`config.mk`:
```
export PLATFORM = sky130hd
export DESIGN_NAME = srs_top
export DESIGN_NICKNAME = d
export VERILOG_FILES = /design/src/shared/srs_pkg.sv /design/src/hw/srs_ql_rank.sv /design/src/hw/srs_top.sv
export SDC_FILE = /design/constraint.sdc
export NUM_CORES = 1
export LEC_CHECK = 0
export BUFFER_PORTS_ARGS = -buffer_cell sky130_fd_sc_hd__buf_4
export CAP_MARGIN = 5
export CORE_MARGIN = 2
export CORE_UTILIZATION = 60
export DETAILED_ROUTE_END_ITERATION = 10
export MAX_ROUTING_LAYER = met4
export PLACE_DENSITY = 0.88
export SYNTH_ARGS = -nofsm -noshare
export SYNTH_HDL_FRONTEND = slang
export SYNTH_SLANG_ARGS = --single-unit
```
`constraint.sdc`:
```
create_clock -name CLK -period 13.5 [get_ports CLK]
set_input_delay 2.7 -clock CLK [delete_from_list [all_inputs] [get_ports CLK]]
set_output_delay 2.7 -clock CLK [all_outputs]
set_load 0.02 [all_outputs]
```
`src/shared/srs_pkg.sv`:
```
// Purpose: Shared constants and types of the sync reference selector
// Assumes: 100 MHz system clock, classic Wishbone register bus
// Notes: Quality codes, register map, field layout and timing counts
package srs_pkg;

   // Bus shape
   localparam int SRS_AW = 8;
   typedef struct packed {
      logic cyc;
      logic stb;
      logic we;
      logic [SRS_AW-1:0] adr;
      logic [3:0] sel;
      logic [31:0] dat;
   } srs_wb_req_s;
   typedef struct packed {
      logic ack;
      logic [31:0] dat;
   } srs_wb_rsp_s;

   // Register offsets (byte addresses)
   localparam logic [SRS_AW-1:0] SRS_ADR_MASK = 8'hfc;
   localparam logic [SRS_AW-1:0] SRS_CTRL_OFS = 8'h00;
   localparam logic [SRS_AW-1:0] SRS_FAC_OFS = 8'h04;
   localparam logic [SRS_AW-1:0] SRS_NEREF_OFS = 8'h08;
   localparam logic [SRS_AW-1:0] SRS_OUTREF_OFS = 8'h0c;
   localparam logic [SRS_AW-1:0] SRS_REVT_OFS = 8'h10;
   localparam logic [SRS_AW-1:0] SRS_STAT_OFS = 8'h14;

   // Field positions
   localparam int SRS_CTRL_MODE_LSB = 0;
   localparam int SRS_CTRL_REV_BIT = 2;
   localparam int SRS_CTRL_INS_LSB = 3;
   localparam int SRS_FAC_SIG_LSB = 0;
   localparam int SRS_FAC_HDB3_BIT = 2;
   localparam int SRS_FAC_FRM_LSB = 3;
   localparam int SRS_FAC_SSM_BIT = 6;
   localparam int SRS_FAC_SA_LSB = 7;
   localparam int SRS_FAC_THR_LSB = 10;
   localparam int SRS_REF_W = 4;
   localparam int SRS_ST_SRC_LSB = 0;
   localparam int SRS_ST_OWN_LSB = 4;
   localparam int SRS_ST_AIS_LSB = 8;
   localparam int SRS_ST_PEND_BIT = 10;
   localparam int SRS_ST_CUR_LSB = 11;
   localparam int SRS_ST_OK_LSB = 16;
   localparam int SRS_S1_QL_MSB = 3;
   localparam logic [3:0] SRS_S1_SPARE = 4'h0;

   // Modes and facility settings
   typedef enum logic [1:0] {
      SRS_EXT = 2'h0,
      SRS_LINE = 2'h1,
      SRS_MIXED = 2'h2
   } srs_mode_e;
   typedef enum logic [1:0] {
      SRS_SIG_E1 = 2'h0,
      SRS_SIG_2M = 2'h1,
      SRS_SIG_64K = 2'h2
   } srs_sig_e;
   localparam logic [2:0] SRS_FRM_UNF = 3'h0;
   localparam logic [2:0] SRS_FRM_CAS = 3'h2;
   localparam logic [2:0] SRS_FRM_CASCRC = 3'h4;
   localparam logic [2:0] SRS_SA4 = 3'h0;
   localparam logic [2:0] SRS_SA8 = 3'h4;
   typedef struct packed {
      logic [1:0] sig;
      logic hdb3;
      logic [2:0] frm;
      logic ssm;
      logic [2:0] sa;
   } srs_fac_s;

   // Quality codes in code order, then their ranks, best first
   localparam logic [3:0] SRS_QL_STU = 4'h0;
   localparam logic [3:0] SRS_QL_PRC = 4'h2;
   localparam logic [3:0] SRS_QL_SSUA = 4'h4;
   localparam logic [3:0] SRS_QL_SSUB = 4'h8;
   localparam logic [3:0] SRS_QL_SETS = 4'hb;
   localparam logic [3:0] SRS_QL_DNU = 4'hf;
   localparam logic [2:0] SRS_RK_PRC = 3'h0;
   localparam logic [2:0] SRS_RK_STU = 3'h1;
   localparam logic [2:0] SRS_RK_SSUA = 3'h2;
   localparam logic [2:0] SRS_RK_SSUB = 3'h3;
   localparam logic [2:0] SRS_RK_SETS = 3'h4;
   localparam logic [2:0] SRS_RK_DNU = 3'h5;
   localparam logic [2:0] SRS_RK_BAD = 3'h6;
   localparam logic [2:0] SRS_RK_NONE = 3'h7;

   // Source numbering
   localparam int SRS_NSRC_MAX = 16;
   localparam logic [3:0] SRS_SRC_INT = 4'h0;
   localparam logic [3:0] SRS_SRC_LN0 = 4'h3;
   localparam logic [1:0] SRS_HOLD = 2'h3;

   // Timing
   localparam int SRS_CLK_HZ = 100000000;
   localparam int SRS_CLK_NS = 10;
   localparam int SRS_LOS_NS = 1000;
   localparam logic [7:0] SRS_LOS_CYC = 8'(SRS_LOS_NS / SRS_CLK_NS);
   localparam int SRS_REV_UNIT_S = 1;
   localparam int SRS_TICK_CYC = SRS_REV_UNIT_S * SRS_CLK_HZ;

   // Reset values
   localparam logic [15:0] SRS_REVT_RST = 16'h012c;
   localparam logic [3:0] SRS_THR_RST = 4'hf;

endpackage : srs_pkg

```
`src/hw/srs_ql_rank.sv`:
```
// Purpose: Map a four-bit quality code to its rank
// Assumes: Code taken from S1 bits 5 to 8 or the chosen Sa bit nibble
// Notes: Reserved and do-not-use codes rank as unusable
`timescale 1ns/1ps
module srs_ql_rank (
   // Code in
   input wire logic [3:0] ql,
   // Rank out
   output logic [2:0] rank,
   output logic usable
);
   import srs_pkg::*;

   // Rank lookup, best quality lowest
   always_comb begin
      case (ql)
         SRS_QL_PRC: rank = SRS_RK_PRC;
         SRS_QL_STU: rank = SRS_RK_STU;
         SRS_QL_SSUA: rank = SRS_RK_SSUA;
         SRS_QL_SSUB: rank = SRS_RK_SSUB;
         SRS_QL_SETS: rank = SRS_RK_SETS;
         SRS_QL_DNU: rank = SRS_RK_DNU;
         default: rank = SRS_RK_BAD;
      endcase
      usable = rank < SRS_RK_DNU;
   end

endmodule : srs_ql_rank

```
`src/hw/srs_top.sv`:
```
// Purpose: Timing reference selector with quality messaging
// Assumes: Link clocks and quality nibbles are asynchronous pins
// Notes: Sources 0 internal, 1-2 building inputs, 3 on line ports
//
// Functional notes
// - quality code sits in S1 bits 5-8
// - pick best reference, avoid timing loops
// - rank G811, STU, G812T, G812L, SETS, DUS
// - code 0000 means quality unknown
// - 0010 is G.811; unlisted codes reserved
// - code 0100 is SSU type A
// - code 1000 is SSU type B
// - code 1011 is SETS
// - code 1111 never used for timing
// - Sa nibble uses same codes as S1
// - external, line and mixed timing modes
// - revertive mode returns to primary reference
// - revert waits configurable time first
// - each building input has in-service state
// - five framings, ignored in clock modes
// - quality messaging enabled, off in clock modes
// - one Sa bit Sa4-Sa8 carries quality
// - AIS on outputs at or below threshold
// - threshold used only without messaging or CRC
// - reference 1, then 2, then 3
// - offered references depend on timing mode
// - six output reference entries feed outputs
// - output active once its input in service
// - no line timing with 64 KHz inputs
//
// The Wishbone register port and the address map were left to the implementer.
`timescale 1ns/1ps
module srs_top #(
   parameter int N_LINE = 2,
   parameter int TICK_CYCLES = srs_pkg::SRS_TICK_CYC
) (
   // Clock and reset
   input wire logic CLK,
   input wire logic RESET,
   // Register bus
   input wire srs_pkg::srs_wb_req_s WB_REQ,
   output srs_pkg::srs_wb_rsp_s WB_RSP,
   // Building timing inputs
   input wire logic [1:0] BT_CLK,
   input wire logic [1:0][3:0] BT_QL,
   // Optical line ports
   input wire logic [N_LINE-1:0] LN_CLK,
   input wire logic [N_LINE-1:0][7:0] LN_S1,
   output logic [N_LINE-1:0][7:0] TX_S1,
   // Timing outputs
   output logic [1:0] OUT_ACTIVE,
   output logic [1:0] OUT_AIS,
   output logic [1:0][3:0] OUT_SRC,
   output logic [3:0] OUT_QL,
   // Status and facility setup
   output logic [3:0] ACT_SRC,
   output srs_pkg::srs_fac_s FAC_CFG
);
   import srs_pkg::*;

   localparam int NL = 2 + N_LINE;
   localparam int NS = 1 + NL;

   typedef struct packed {
      logic ack;
      logic [31:0] rdat;
      srs_mode_e mode;
      logic rev;
      logic [1:0] ins;
      srs_fac_s cfg;
      srs_fac_s fac;
      logic [3:0] thr;
      logic [3*SRS_REF_W-1:0] neref;
      logic [6*SRS_REF_W-1:0] outref;
      logic [15:0] rev_time;
      logic [NL-1:0] s1;
      logic [NL-1:0] s2;
      logic [NL-1:0] s3;
      logic [NL-1:0][3:0] q1;
      logic [NL-1:0][3:0] q2;
      logic [NL-1:0][3:0] q3;
      logic [NL-1:0][3:0] qs;
      logic [NL-1:0][7:0] los;
      logic [31:0] tick;
      logic [1:0] cur;
      logic pend;
      logic [1:0] tgt;
      logic [15:0] rcnt;
      logic [3:0] src;
      logic [3:0] own;
      logic [1:0] act;
      logic [1:0] ais;
      logic [1:0][3:0] osrc;
      logic [N_LINE-1:0][7:0] tx;
   } srs_state_s;

   srs_state_s st;
   srs_state_s next_st;

   logic [NL-1:0] lk;
   logic [NL-1:0][3:0] lq;
   logic [15:0][3:0] ql16;
   logic [15:0][2:0] rk16;
   logic [15:0] use16;
   logic [15:0] ok16;
   logic [2:0] thr_rk;
   logic ssm_rx;
   logic thr_app;
   logic cur_ok;
   logic better;
   logic hit;
   logic [1:0] best;
   logic [2:0] brk;
   logic [2:0] crk;
   logic [1:0] have;

   // Raw pins gathered per sampled link
   assign lk = {LN_CLK, BT_CLK};
   for (genvar j = 0; j < NL; j++) begin : g_lq
      if (j < 2) begin : g_bt
         assign lq[j] = BT_QL[j];
      end else begin : g_ln
         assign lq[j] = LN_S1[j-2][SRS_S1_QL_MSB:0];
      end
   end

   // Building-input quality only trusted with framed messaging; line ports always use received quality
   assign ssm_rx = st.fac.ssm && st.fac.frm != SRS_FRM_UNF;
   // Threshold in force without messaging or CRC framing
   assign thr_app = !st.fac.ssm || st.fac.frm <= SRS_FRM_CAS;

   // Per source quality, availability and health
   for (genvar i = 0; i < SRS_NSRC_MAX; i++) begin : g_src
      logic allow;
      logic alive;
      if (i == 0) begin : g_int
         assign ql16[i] = SRS_QL_SETS;
         assign allow = 1'b1;
         assign alive = 1'b1;
      end else if (i < 3) begin : g_bt
         assign ql16[i] = ssm_rx ? st.qs[i-1] : SRS_QL_STU;
         assign allow = st.mode != SRS_LINE && st.ins[i-1];
         assign alive = st.los[i-1] < SRS_LOS_CYC;
      end else if (i < NS) begin : g_ln
         assign ql16[i] = st.qs[i-1];
         assign allow = st.mode != SRS_EXT &&
            st.cfg.sig != SRS_SIG_64K;
         assign alive = st.los[i-1] < SRS_LOS_CYC;
      end else begin : g_pad
         assign ql16[i] = SRS_QL_DNU;
         assign allow = 1'b0;
         assign alive = 1'b0;
      end
      srs_ql_rank u_rank (
         .ql(ql16[i]),
         .rank(rk16[i]),
         .usable(use16[i])
      );
      assign ok16[i] = allow && alive && use16[i];
   end

   // Rank of the AIS threshold code
   srs_ql_rank u_thr (
      .ql(st.thr),
      .rank(thr_rk),
      .usable()
   );

   // Next state: bus, sampling, selection and outputs
   always_comb begin
      logic [31:0] rd;
      logic [31:0] w;
      logic [3:0] idx;
      logic [SRS_AW-1:0] adr;
      rd = '0;
      w = '0;
      idx = '0;
      adr = WB_REQ.adr & SRS_ADR_MASK;
      next_st = st;
      best = SRS_HOLD;
      brk = SRS_RK_NONE;
      crk = SRS_RK_NONE;
      cur_ok = 1'b0;
      have = '0;

      // Register readback
      case (adr)
         SRS_CTRL_OFS: begin
            rd[SRS_CTRL_MODE_LSB +: 2] = st.mode;
            rd[SRS_CTRL_REV_BIT] = st.rev;
            rd[SRS_CTRL_INS_LSB +: 2] = st.ins;
         end
         SRS_FAC_OFS: begin
            rd[SRS_FAC_SIG_LSB +: 2] = st.cfg.sig;
            rd[SRS_FAC_HDB3_BIT] = st.cfg.hdb3;
            rd[SRS_FAC_FRM_LSB +: 3] = st.cfg.frm;
            rd[SRS_FAC_SSM_BIT] = st.cfg.ssm;
            rd[SRS_FAC_SA_LSB +: 3] = st.cfg.sa;
            rd[SRS_FAC_THR_LSB +: 4] = st.thr;
         end
         SRS_NEREF_OFS: rd[3*SRS_REF_W-1:0] = st.neref;
         SRS_OUTREF_OFS: rd[6*SRS_REF_W-1:0] = st.outref;
         SRS_REVT_OFS: rd[15:0] = st.rev_time;
         SRS_STAT_OFS: begin
            rd[SRS_ST_SRC_LSB +: 4] = st.src;
            rd[SRS_ST_OWN_LSB +: 4] = st.own;
            rd[SRS_ST_AIS_LSB +: 2] = st.ais;
            rd[SRS_ST_PEND_BIT] = st.pend;
            rd[SRS_ST_CUR_LSB +: 2] = st.cur;
            rd[SRS_ST_OK_LSB +: SRS_NSRC_MAX] = ok16;
         end
         default: rd = '0;
      endcase

      // Byte lane merge and single-cycle acknowledge
      for (int k = 0; k < 4; k++) begin
         w[k*8 +: 8] = WB_REQ.sel[k] ? WB_REQ.dat[k*8 +: 8] : rd[k*8 +: 8];
      end
      next_st.ack = WB_REQ.cyc && WB_REQ.stb && !st.ack;
      next_st.rdat = rd;
      if (next_st.ack && WB_REQ.we) begin
         case (adr)
            SRS_CTRL_OFS: begin
               next_st.mode = srs_mode_e'(w[SRS_CTRL_MODE_LSB +: 2]);
               next_st.rev = w[SRS_CTRL_REV_BIT];
               next_st.ins = w[SRS_CTRL_INS_LSB +: 2];
            end
            SRS_FAC_OFS: begin
               next_st.cfg.sig = w[SRS_FAC_SIG_LSB +: 2];
               next_st.cfg.hdb3 = w[SRS_FAC_HDB3_BIT];
               next_st.cfg.frm = w[SRS_FAC_FRM_LSB +: 3];
               next_st.cfg.ssm = w[SRS_FAC_SSM_BIT];
               next_st.cfg.sa = w[SRS_FAC_SA_LSB +: 3];
               next_st.thr = w[SRS_FAC_THR_LSB +: 4];
            end
            SRS_NEREF_OFS: next_st.neref = w[3*SRS_REF_W-1:0];
            SRS_OUTREF_OFS: next_st.outref = w[6*SRS_REF_W-1:0];
            SRS_REVT_OFS: next_st.rev_time = w[15:0];
            default: next_st.rev_time = st.rev_time;
         endcase
      end

      // Facility setup as applied; clock modes mask E1 options
      next_st.fac = st.cfg;
      if (st.cfg.sa > SRS_SA8) begin
         next_st.fac.sa = SRS_SA4;
      end
      if (st.cfg.sig != SRS_SIG_E1) begin
         next_st.fac.hdb3 = 1'b0;
         next_st.fac.frm = SRS_FRM_UNF;
         next_st.fac.ssm = 1'b0;
         next_st.fac.sa = SRS_SA4;
      end
      if (st.cfg.frm > SRS_FRM_CASCRC) begin
         next_st.fac.frm = SRS_FRM_UNF;
      end

      // Two-stage sampling of link pins, edges watched
      next_st.s1 = lk;
      next_st.s2 = st.s1;
      next_st.s3 = st.s2;
      next_st.q1 = lq;
      next_st.q2 = st.q1;
      next_st.q3 = st.q2;
      for (int k = 0; k < NL; k++) begin
         // Quality word taken only once steady, pin bits may skew
         if (st.q2[k] == st.q3[k]) begin
            next_st.qs[k] = st.q2[k];
         end
         if (st.s2[k] != st.s3[k]) begin
            next_st.los[k] = '0;
         end else if (st.los[k] != SRS_LOS_CYC) begin
            next_st.los[k] = st.los[k] + 8'h01;
         end
      end

      // Revert time base
      hit = st.tick == 32'(TICK_CYCLES - 1);
      next_st.tick = hit ? '0 : st.tick + 32'h1;

      // Best healthy reference, ties to the earlier entry
      for (int r = 0; r < 3; r++) begin
         idx = st.neref[r*SRS_REF_W +: SRS_REF_W];
         if (ok16[idx] && rk16[idx] < brk) begin
            best = 2'(r);
            brk = rk16[idx];
         end
      end
      if (st.cur != SRS_HOLD) begin
         idx = st.neref[st.cur*SRS_REF_W +: SRS_REF_W];
         cur_ok = ok16[idx];
         crk = rk16[idx];
      end
      better = best != st.cur &&
         (brk < crk || (brk == crk && best < st.cur));

      // Switch at once on failure, revert only after the wait
      if (!cur_ok) begin
         next_st.cur = best;
         next_st.pend = 1'b0;
         next_st.rcnt = '0;
      end else if (better && st.rev) begin
         if (!st.pend || st.tgt != best) begin
            next_st.pend = 1'b1;
            next_st.tgt = best;
            next_st.rcnt = '0;
         end else if (st.rcnt >= st.rev_time) begin
            next_st.cur = best;
            next_st.pend = 1'b0;
         end else if (hit) begin
            next_st.rcnt = st.rcnt + 16'h1;
         end
      end else begin
         next_st.pend = 1'b0;
      end
      next_st.src = st.cur == SRS_HOLD ? SRS_SRC_INT :
         st.neref[st.cur*SRS_REF_W +: SRS_REF_W];
      next_st.own = ql16[st.src];

      // Output references: first healthy of three per output
      for (int o = 0; o < 2; o++) begin
         next_st.osrc[o] = SRS_SRC_INT;
         for (int e = 2; e >= 0; e--) begin
            idx = st.outref[(o*3+e)*SRS_REF_W +: SRS_REF_W];
            if (ok16[idx]) begin
               next_st.osrc[o] = idx;
               have[o] = 1'b1;
            end
         end
         next_st.act[o] = st.ins[o];
         next_st.ais[o] = st.ins[o] && (!have[o] ||
            (thr_app && rk16[st.src] >= thr_rk));
      end

      // Outgoing S1: do-not-use back toward our own source
      for (int k = 0; k < N_LINE; k++) begin
         next_st.tx[k] = {SRS_S1_SPARE,
            (st.src == SRS_SRC_LN0 + 4'(k)) ?
            SRS_QL_DNU : st.own};
      end
   end

   // State register
   always_ff @(posedge CLK or posedge RESET) begin
      if (RESET) begin
         st <= '0;
         st.rev <= 1'b1;
         st.cfg.hdb3 <= 1'b1;
         st.cfg.frm <= SRS_FRM_CASCRC;
         st.cfg.ssm <= 1'b1;
         st.fac.hdb3 <= 1'b1;
         st.fac.frm <= SRS_FRM_CASCRC;
         st.fac.ssm <= 1'b1;
         st.thr <= SRS_THR_RST;
         st.rev_time <= SRS_REVT_RST;
         st.los <= {NL{SRS_LOS_CYC}};
         st.cur <= SRS_HOLD;
         st.own <= SRS_QL_SETS;
         for (int k = 0; k < N_LINE; k++) begin
            st.tx[k] <= {SRS_S1_SPARE, SRS_QL_SETS};
         end
      end else begin
         st <= next_st;
      end
   end

   // Outputs straight from state
   assign WB_RSP.ack = st.ack;
   assign WB_RSP.dat = st.rdat;
   assign TX_S1 = st.tx;
   assign OUT_ACTIVE = st.act;
   assign OUT_AIS = st.ais;
   assign OUT_SRC = st.osrc;
   assign OUT_QL = st.own;
   assign ACT_SRC = st.src;
   assign FAC_CFG = st.fac;

   // Checks
   AST_FAIL_MOVE:
   assert property (@(posedge CLK) disable iff (RESET)
      !cur_ok |=> st.cur == $past(best))
      else $error("failed reference not left");
   AST_NO_REVERT:
   assert property (@(posedge CLK) disable iff (RESET)
      (cur_ok && !st.rev) |=> $stable(st.cur))
      else $error("switched on healthy reference");
   AST_REV_WAIT:
   assert property (@(posedge CLK) disable iff (RESET)
      (cur_ok && st.pend && st.rcnt < st.rev_time) |=> $stable(st.cur))
      else $error("reverted before wait ended");
   AST_CANCEL:
   assert property (@(posedge CLK) disable iff (RESET)
      (cur_ok && !better) |=> !st.pend)
      else $error("revert wait not cancelled");
   AST_AIS_ON:
   assert property (@(posedge CLK) disable iff (RESET)
      (st.ins[0] && thr_app && rk16[st.src] >= thr_rk) |=> OUT_AIS[0])
      else $error("AIS missing at threshold");
   AST_AIS_OFF:
   assert property (@(posedge CLK) disable iff (RESET)
      (st.ins[0] && have[0] && !thr_app) |=> !OUT_AIS[0])
      else $error("AIS with threshold out of force");
   AST_OUT_ON:
   assert property (@(posedge CLK) disable iff (RESET)
      $rose(st.ins[1]) |=> OUT_ACTIVE[1] ##1 OUT_ACTIVE[1] || !st.ins[1])
      else $error("output not active in service");
   AST_LOOP:
   assert property (@(posedge CLK) disable iff (RESET)
      st.src == SRS_SRC_LN0 |=> TX_S1[0][SRS_S1_QL_MSB:0] == SRS_QL_DNU)
      else $error("quality echoed to source port");
   AST_NO_64K_LINE:
   assert property (@(posedge CLK) disable iff (RESET)
      st.cfg.sig == SRS_SIG_64K |-> !ok16[SRS_SRC_LN0])
      else $error("line source offered with 64k");
   AST_DNU:
   assert property (@(posedge CLK) disable iff (RESET)
      ql16[1] == SRS_QL_DNU |-> !ok16[1])
      else $error("do-not-use source healthy");
   AST_SA_MASK:
   assert property (@(posedge CLK) disable iff (RESET)
      st.cfg.sig != SRS_SIG_E1 |=> FAC_CFG.sa == SRS_SA4 && !FAC_CFG.ssm)
      else $error("Sa choice applied in clock mode");

endmodule : srs_top

```
==> impl_results.md, run 1 <==
* Num ports at 156
* Buffers on Ports at 120
* Register area share after synthesis at 0.495
* Mean Syn Cell Area at 10.3 um2
* Ant. Diodes at 0
* Reg-to-reg slack, setup at between 4 and 5 ns
* Initial DRT Pass Iterations at 5
* Drc violations at 0
* Final cell count without fillers at 1855
* Slowest-stage cell, CP: nor2_1
* Finished Core Util at 0.683
* Peak supply drop at 0.103 mV
* Most common cell after layout, fill and taps aside: dfrtp_1
* Setup Crit Path Kind: flop to flop
* Worst slew margin at 0.233
* Commonest non-fill, non-tap cells in the layout: dfrtp_1, nand2_1, buf_4
* Largest net degree at the start of global routing at 138
* Number of library cell types mapped by synthesis at between 70 and 80
* HPWL Detailed at 24.2 mm
* Status: complete, no violations
* Peak fanout along the critical path at 17
* Fmax achieved at 115 MHz
* Worst min path class: flop to flop
* Largest cells by area after synthesis: dfrtp_1, dfstp_2, mux2_2, buf_4, nand2_1
* Final worst-path cycle share at 0.647
* Die height at 162 um
* Clk root buf: clkbuf_16
* Post-DR vias/cell at 6.23
* Tot GR Track Use at 0.281
* RSZ-0062 raised after global routing: no
* Initial antenna violation count at 0
* Required time worst endpoint at roughly 14 ns
* Top_reg_cell synth: dfrtp_1
* Largest stage delay, worst path at between 0.9 and 1 ns
* Final hold violations at 0
* Mapped cell area at roughly 15000 um2
* Setup skew after layout at 0.0151 ns
* # setup viols final at 0
* Core area at 24500 um2
* Number of synthesized flops with an enable pin at 0
* Htree depth at 1
* Setup TNS at 0 ns
* Placer Congestion at just over 0.9
* Crit path top cell by count: ha_1
* Yosys warnings at 0
* Die width at 162 um
* Routed vias at 11600
* Worst Tran Pin Value at 1.14 ns
* Setup bufs post-CTS at 0
* WP data arrival at around 9.2 ns
* Final #Nets at 1622
* Placed insts at 1798
* Initial DRC count at 1022
* Ys async rst share at 1.00
* Core Rows at 57
* Initial core utilization at 0.613
* CTS tree: yes
* Die footprint at 26300 um2
* Top cell type's share of synthesized area at 0.429
* Clk slew on worst S/H paths at 0.07 ns
* GRT overflow at 0
* Clock sink count at 295
* Total of max-cap violations at 0
* PD cells at about 130 nW/um2
* Endpoint type of the worst setup path: flop
* Crit start category: flop
* First-pass GRT wire length at 58.0 mm
* Final WL at roughly 36 mm
* Avg WL per Cell at ~19 um
* Synthesis-stage register bit count at roughly 300
* Vias in the first global route at 11300
* Min Tclk post-route at 8.73 ns
* Synth-to-Final Area Change at 11.4%
* Hold-fix buffers at CTS at 0
* Worst skew pair latency at 0.56 ns
* Fin Hold WS at 0.345 ns
* CTS resizes at 0
* Clock tree buffer depth at 3
* Max-slew violations at 0
* Layout cells sized above 1 at 0.208
* Antenna Nets Post-Route at 0
* Pleak at 7.68 nW
* TritonCTS Buffers at 31
* Syn Inst Count at 1462
* Synth area leader: dfrtp_1
## state kept, by name, summed over array words and instances, names as in the netlist, 8 cells and up
name,count
st,180
next_st,44
WB_RSP,25
FAC_CFG,10
OUT_SRC,8
TX_S1,8
ql16,8
## cell families (layout without fill, tap and decap cells)
family          after synthesis  in the layout  share of synthesized area
compound gates              298            298                      0.134
other cells                   1             18                   0.000250
simple gates                479            479                      0.159
mux                         101            101                     0.0740
flops                       295            295                      0.495
xor+xnor                     66             66                     0.0386
buf+inv                     183            235                     0.0665
fa+ha+maj                    39             39                     0.0324
## worst max-delay path, delay by kind of cell (launching register included)
family,cells,cell delay (ns)
adders and majority gates,3,0.87
DFF,1,0.42
buffers and inverters,1,0.06
AOI/OAI and AO/OA,14,3.77
and+or+nand+nor,8,3.01
muxes,2,0.49
## stage by stage
stage	setup WS [ns]	total power, W	instance area (um2)
6_report	4.77	0.00223	16700
3_3_place_gp	5.20	0.00132	15600
5_1_grt	4.00	0.00232	16700
3_5_place_dp	4.96	0.00134	15600
4_1_cts	4.90	0.00223	16700
2_1_floorplan	2.72	0.00125	15100
## final timing paths
check,cells past startpoint,startpoint,endpoint
max in group asynchronous,3,RESET,st[62]$_DFF_PP0_
max,28,st[109]$_DFFE_PP0P_,st[50]$_DFFE_PP0P_
min in group asynchronous,2,RESET,next_st[153]$_DFF_PP0_
max reg2reg,28,st[109]$_DFFE_PP0P_,st[50]$_DFFE_PP0P_
min reg2reg,0,next_st[156]$_DFF_PP0_,next_st[140]$_DFF_PP0_
min,0,next_st[156]$_DFF_PP0_,next_st[140]$_DFF_PP0_
## synth_stat cells, drive strengths merged (10+ instances only)
cell / n
dfrtp: 257
nand2: 135
nor2: 108
buf: 85
mux2: 79
o21ai: 76
a21oi: 50
clkbuf: 49
inv: 48
nand3: 47
xor2: 44
dfstp: 38
ha: 38
nand4: 34
and3: 30
a31oi: 23
mux2i: 22
xnor2: 22
a22oi: 20
o22ai: 20
nor2b: 15
nor3: 15
or3: 14
or2: 13
and2: 12
nand2b: 12
nor4: 12
a211oi: 11
a221o: 11
nor4b: 11
a21o: 10
a22o: 10
## power by group
part           internal [W]  leakage, nW  switching (W)
clock              0.000542        0.529       0.000349
combinational      0.000127         3.42       0.000190
sequential         0.000944         3.73      0.0000755
## layout make-up
class / instances / area (um2)
Fill cell: 1718 / 7750
Sequential cell: 295 / 7430
Multi-Input combinational cell: 1001 / 6640
Timing Repair Buffer: 129 / 968
Clock buffer: 46 / 912
Tap cell: 324 / 405
Inverter: 49 / 191
Clock inverter: 11 / 165
## metal layers
metal	vias up	part of all wire	GRT usage
li1	5232	-	-
met1	5675	0.40	0.350
met2	543	0.49	0.458
met3	109	0.079	0.0495
met4	0	0.040	0.116
met5	-	0	-
No activity file was read; power rests on OpenSTA's default activity.
==> run 2, diff against run 1 <==
- clock period: 13.5 -> 8.15 ns (I/O delays scaled with it)
==> run 2 against run 1 <==
  * Highest routed layer unchanged
  * Count of clock-buffer cells in the layout rose by 2
  * First-iteration DRC count rose by 10%
  * Routed wire length rose by 0.44%
  * Die area did not move
  * Clock skew rose by 0.0039 ns
  * Sequential power rose by 66%
==> impl_results.md, run 2 (synthesized netlist as in run 1, its figures left out) <==
* Clock sink count at a little under 300
* Post-DR vias/cell at 6.25
* Drc violations at 0
* Die width at around 160 um
* Placer Congestion at 0.895
* Hold-fix buffers at CTS at 0
* Worst Tran Pin Value at 1.24 ns
* Total of max-cap violations at 0
* Routed vias at 11700
* CTS resizes at 0
* Commonest non-fill, non-tap cells in the layout: dfrtp_1, nand2_1, buf_4
* Largest net degree at the start of global routing at a little under 200
* Status: complete, no violations
* Fmax achieved at approximately 130 MHz
* Avg WL per Cell at 19.3 um
* Clk slew on worst S/H paths at 0.06 ns
* Clock tree buffer depth at 3
* Most common cell after layout, fill and taps aside: dfrtp_1
* Placed cell areas at 15700 um2
* Layout cells sized above 1 at 0.211
* FILL cells at 1745
* Crit path top cell by count: ha_1
* Setup Crit Path Kind: flop to flop
* CTS tree: yes
* Initial DRC count at 1125
* Final hold violations at 0
* Antenna Nets Post-Route at 0
* Final #Nets at roughly 1600
* Max reg flops at 180
* Register with the most flip-flops: st
* GRT overflow at 0
* Endpoint type of the worst setup path: flop
* Post-route cell area at approximately 17000 um2
* Final worst-path cycle share at 0.915
* Final cell count without fillers at 1863
* Peak fanout along the critical path at 12
* HPWL Detailed at 24.9 mm
* Initial antenna violation count at 0
* RSZ-0062 raised after global routing: no
* Initial DRT Pass Iterations at 7
* Synth-to-Final Area Change at 11.8%
* Initial core utilization at 0.613
* WP data arrival at 7.87 ns
* RR Endpoint: st[49]$_DFFE_PP0P_
* Max-slew violations at 0
* Fin Hold WS at 0.346 ns
* Num ports at 156
* Reg2Reg Depth at 28
* Buffers on Ports at 120
* Tot GR Track Use at 0.285
* Ant. Diodes at 0
* Final WL at about 36 mm
* WHS Endpoint: next_st[139]$_DFF_PP0_
* Placed insts at 1805
* PD cells at 218 nW/um2
* Core area at 24500 um2
* Min Tclk post-route at 7.46 ns
* Core Rows at 57
* Reg-to-reg slack, setup at 0.69 ns
* Worst reg2reg path startpoint: st[117]$_DFFE_PP0P_
* Setup TNS at 0 ns
* Worst skew pair latency at 0.57 ns
* Clk root buf: clkbuf_16
* Slowest-stage cell, CP: or4_1
* TritonCTS Buffers at 31
* Die height at around 160 um
* Setup bufs post-CTS at 0
* Htree depth at 1
* Hold Path Origin: next_st[155]$_DFF_PP0_
* Setup skew after layout at between 0.015 and 0.02 ns
* Pwr Total at 0.00366 W
* Worst slew margin at 0.163
* First-pass GRT wire length at just under 60 mm
* Worst min path class: flop to flop
* Pleak at roughly 7.7 nW
* Die footprint at 26300 um2
* # setup viols final at 0
* Crit start category: flop
* Largest stage delay, worst path at 0.50 ns
* Vias in the first global route at 11500
* Peak supply drop at 0.159 mV
* Required time worst endpoint at 8.56 ns
* Hold depth at 0
run 2: worst max path at each step:
stage,start,to,slack (ns),cells past startpoint
final,st[117]$_DFFE_PP0P_,st[49]$_DFFE_PP0P_,0.69,28
after global routing,st[117]$_DFFE_PP0P_,st[48]$_DFFE_PP0P_,0.21,28
after CTS,st[117]$_DFFE_PP0P_,st[39]$_DFFE_PP0P_,0.70,28
after detailed placement,st[117]$_DFFE_PP0P_,st[49]$_DFFE_PP0P_,0.77,28
after global placement,st[117]$_DFFE_PP0P_,st[46]$_DFFE_PP0P_,0.89,28
after floorplan,st[117]$_DFFE_PP0P_,st[39]$_DFFE_PP0P_,1.44,30
run 2: routing by layer:
layer / global-route usage / part of all wire
met3: 0.0380 / 0.078
met2: 0.463 / 0.48
met5: - / 0
met4: 0.110 / 0.044
met1: 0.368 / 0.40
run 2: where the power goes:
group	switching [W]	leakage, nW	internal [W]	total, W
sequential	0.000125	3.73	0.00156	0.00169
combinational	0.000314	3.46	0.000212	0.000526
clock	0.000576	0.521	0.000868	0.00144
run 2: layout make-up:
| cell class | count | area [um2] | area share |
|---|---|---|---|
| sequential | 295 | 7430 | 0.443 |
| multi-input combinational | 1001 | 6640 | 0.396 |
| timing repair buffer | 136 | 1050 | 0.0624 |
| clock buffer | 48 | 920 | 0.0549 |
| tap | 324 | 405 | 0.0242 |
| inverter | 49 | 188 | 0.0112 |
| clock inverter | 10 | 133 | 0.00791 |
run 2: critical path, delay by kind of cell (launching register included):
family                   cells  cell delay, ns
flip-flops                   1            0.41
multiplexers                 2            0.47
AO/OA/AOI/OAI               16            4.21
adder cells (fa/ha/maj)      3            0.88
buffers and inverters        2            0.28
AND/OR/NAND/NOR              5            1.05
run 2: metrics by stage:
step                      setup WS [ns]  utilization
after global routing              0.208        0.685
after CTS                         0.704        0.685
final                             0.690        0.685
after global placement            0.895        0.642
after detailed placement          0.769        0.642
after floorplan                    1.44            -
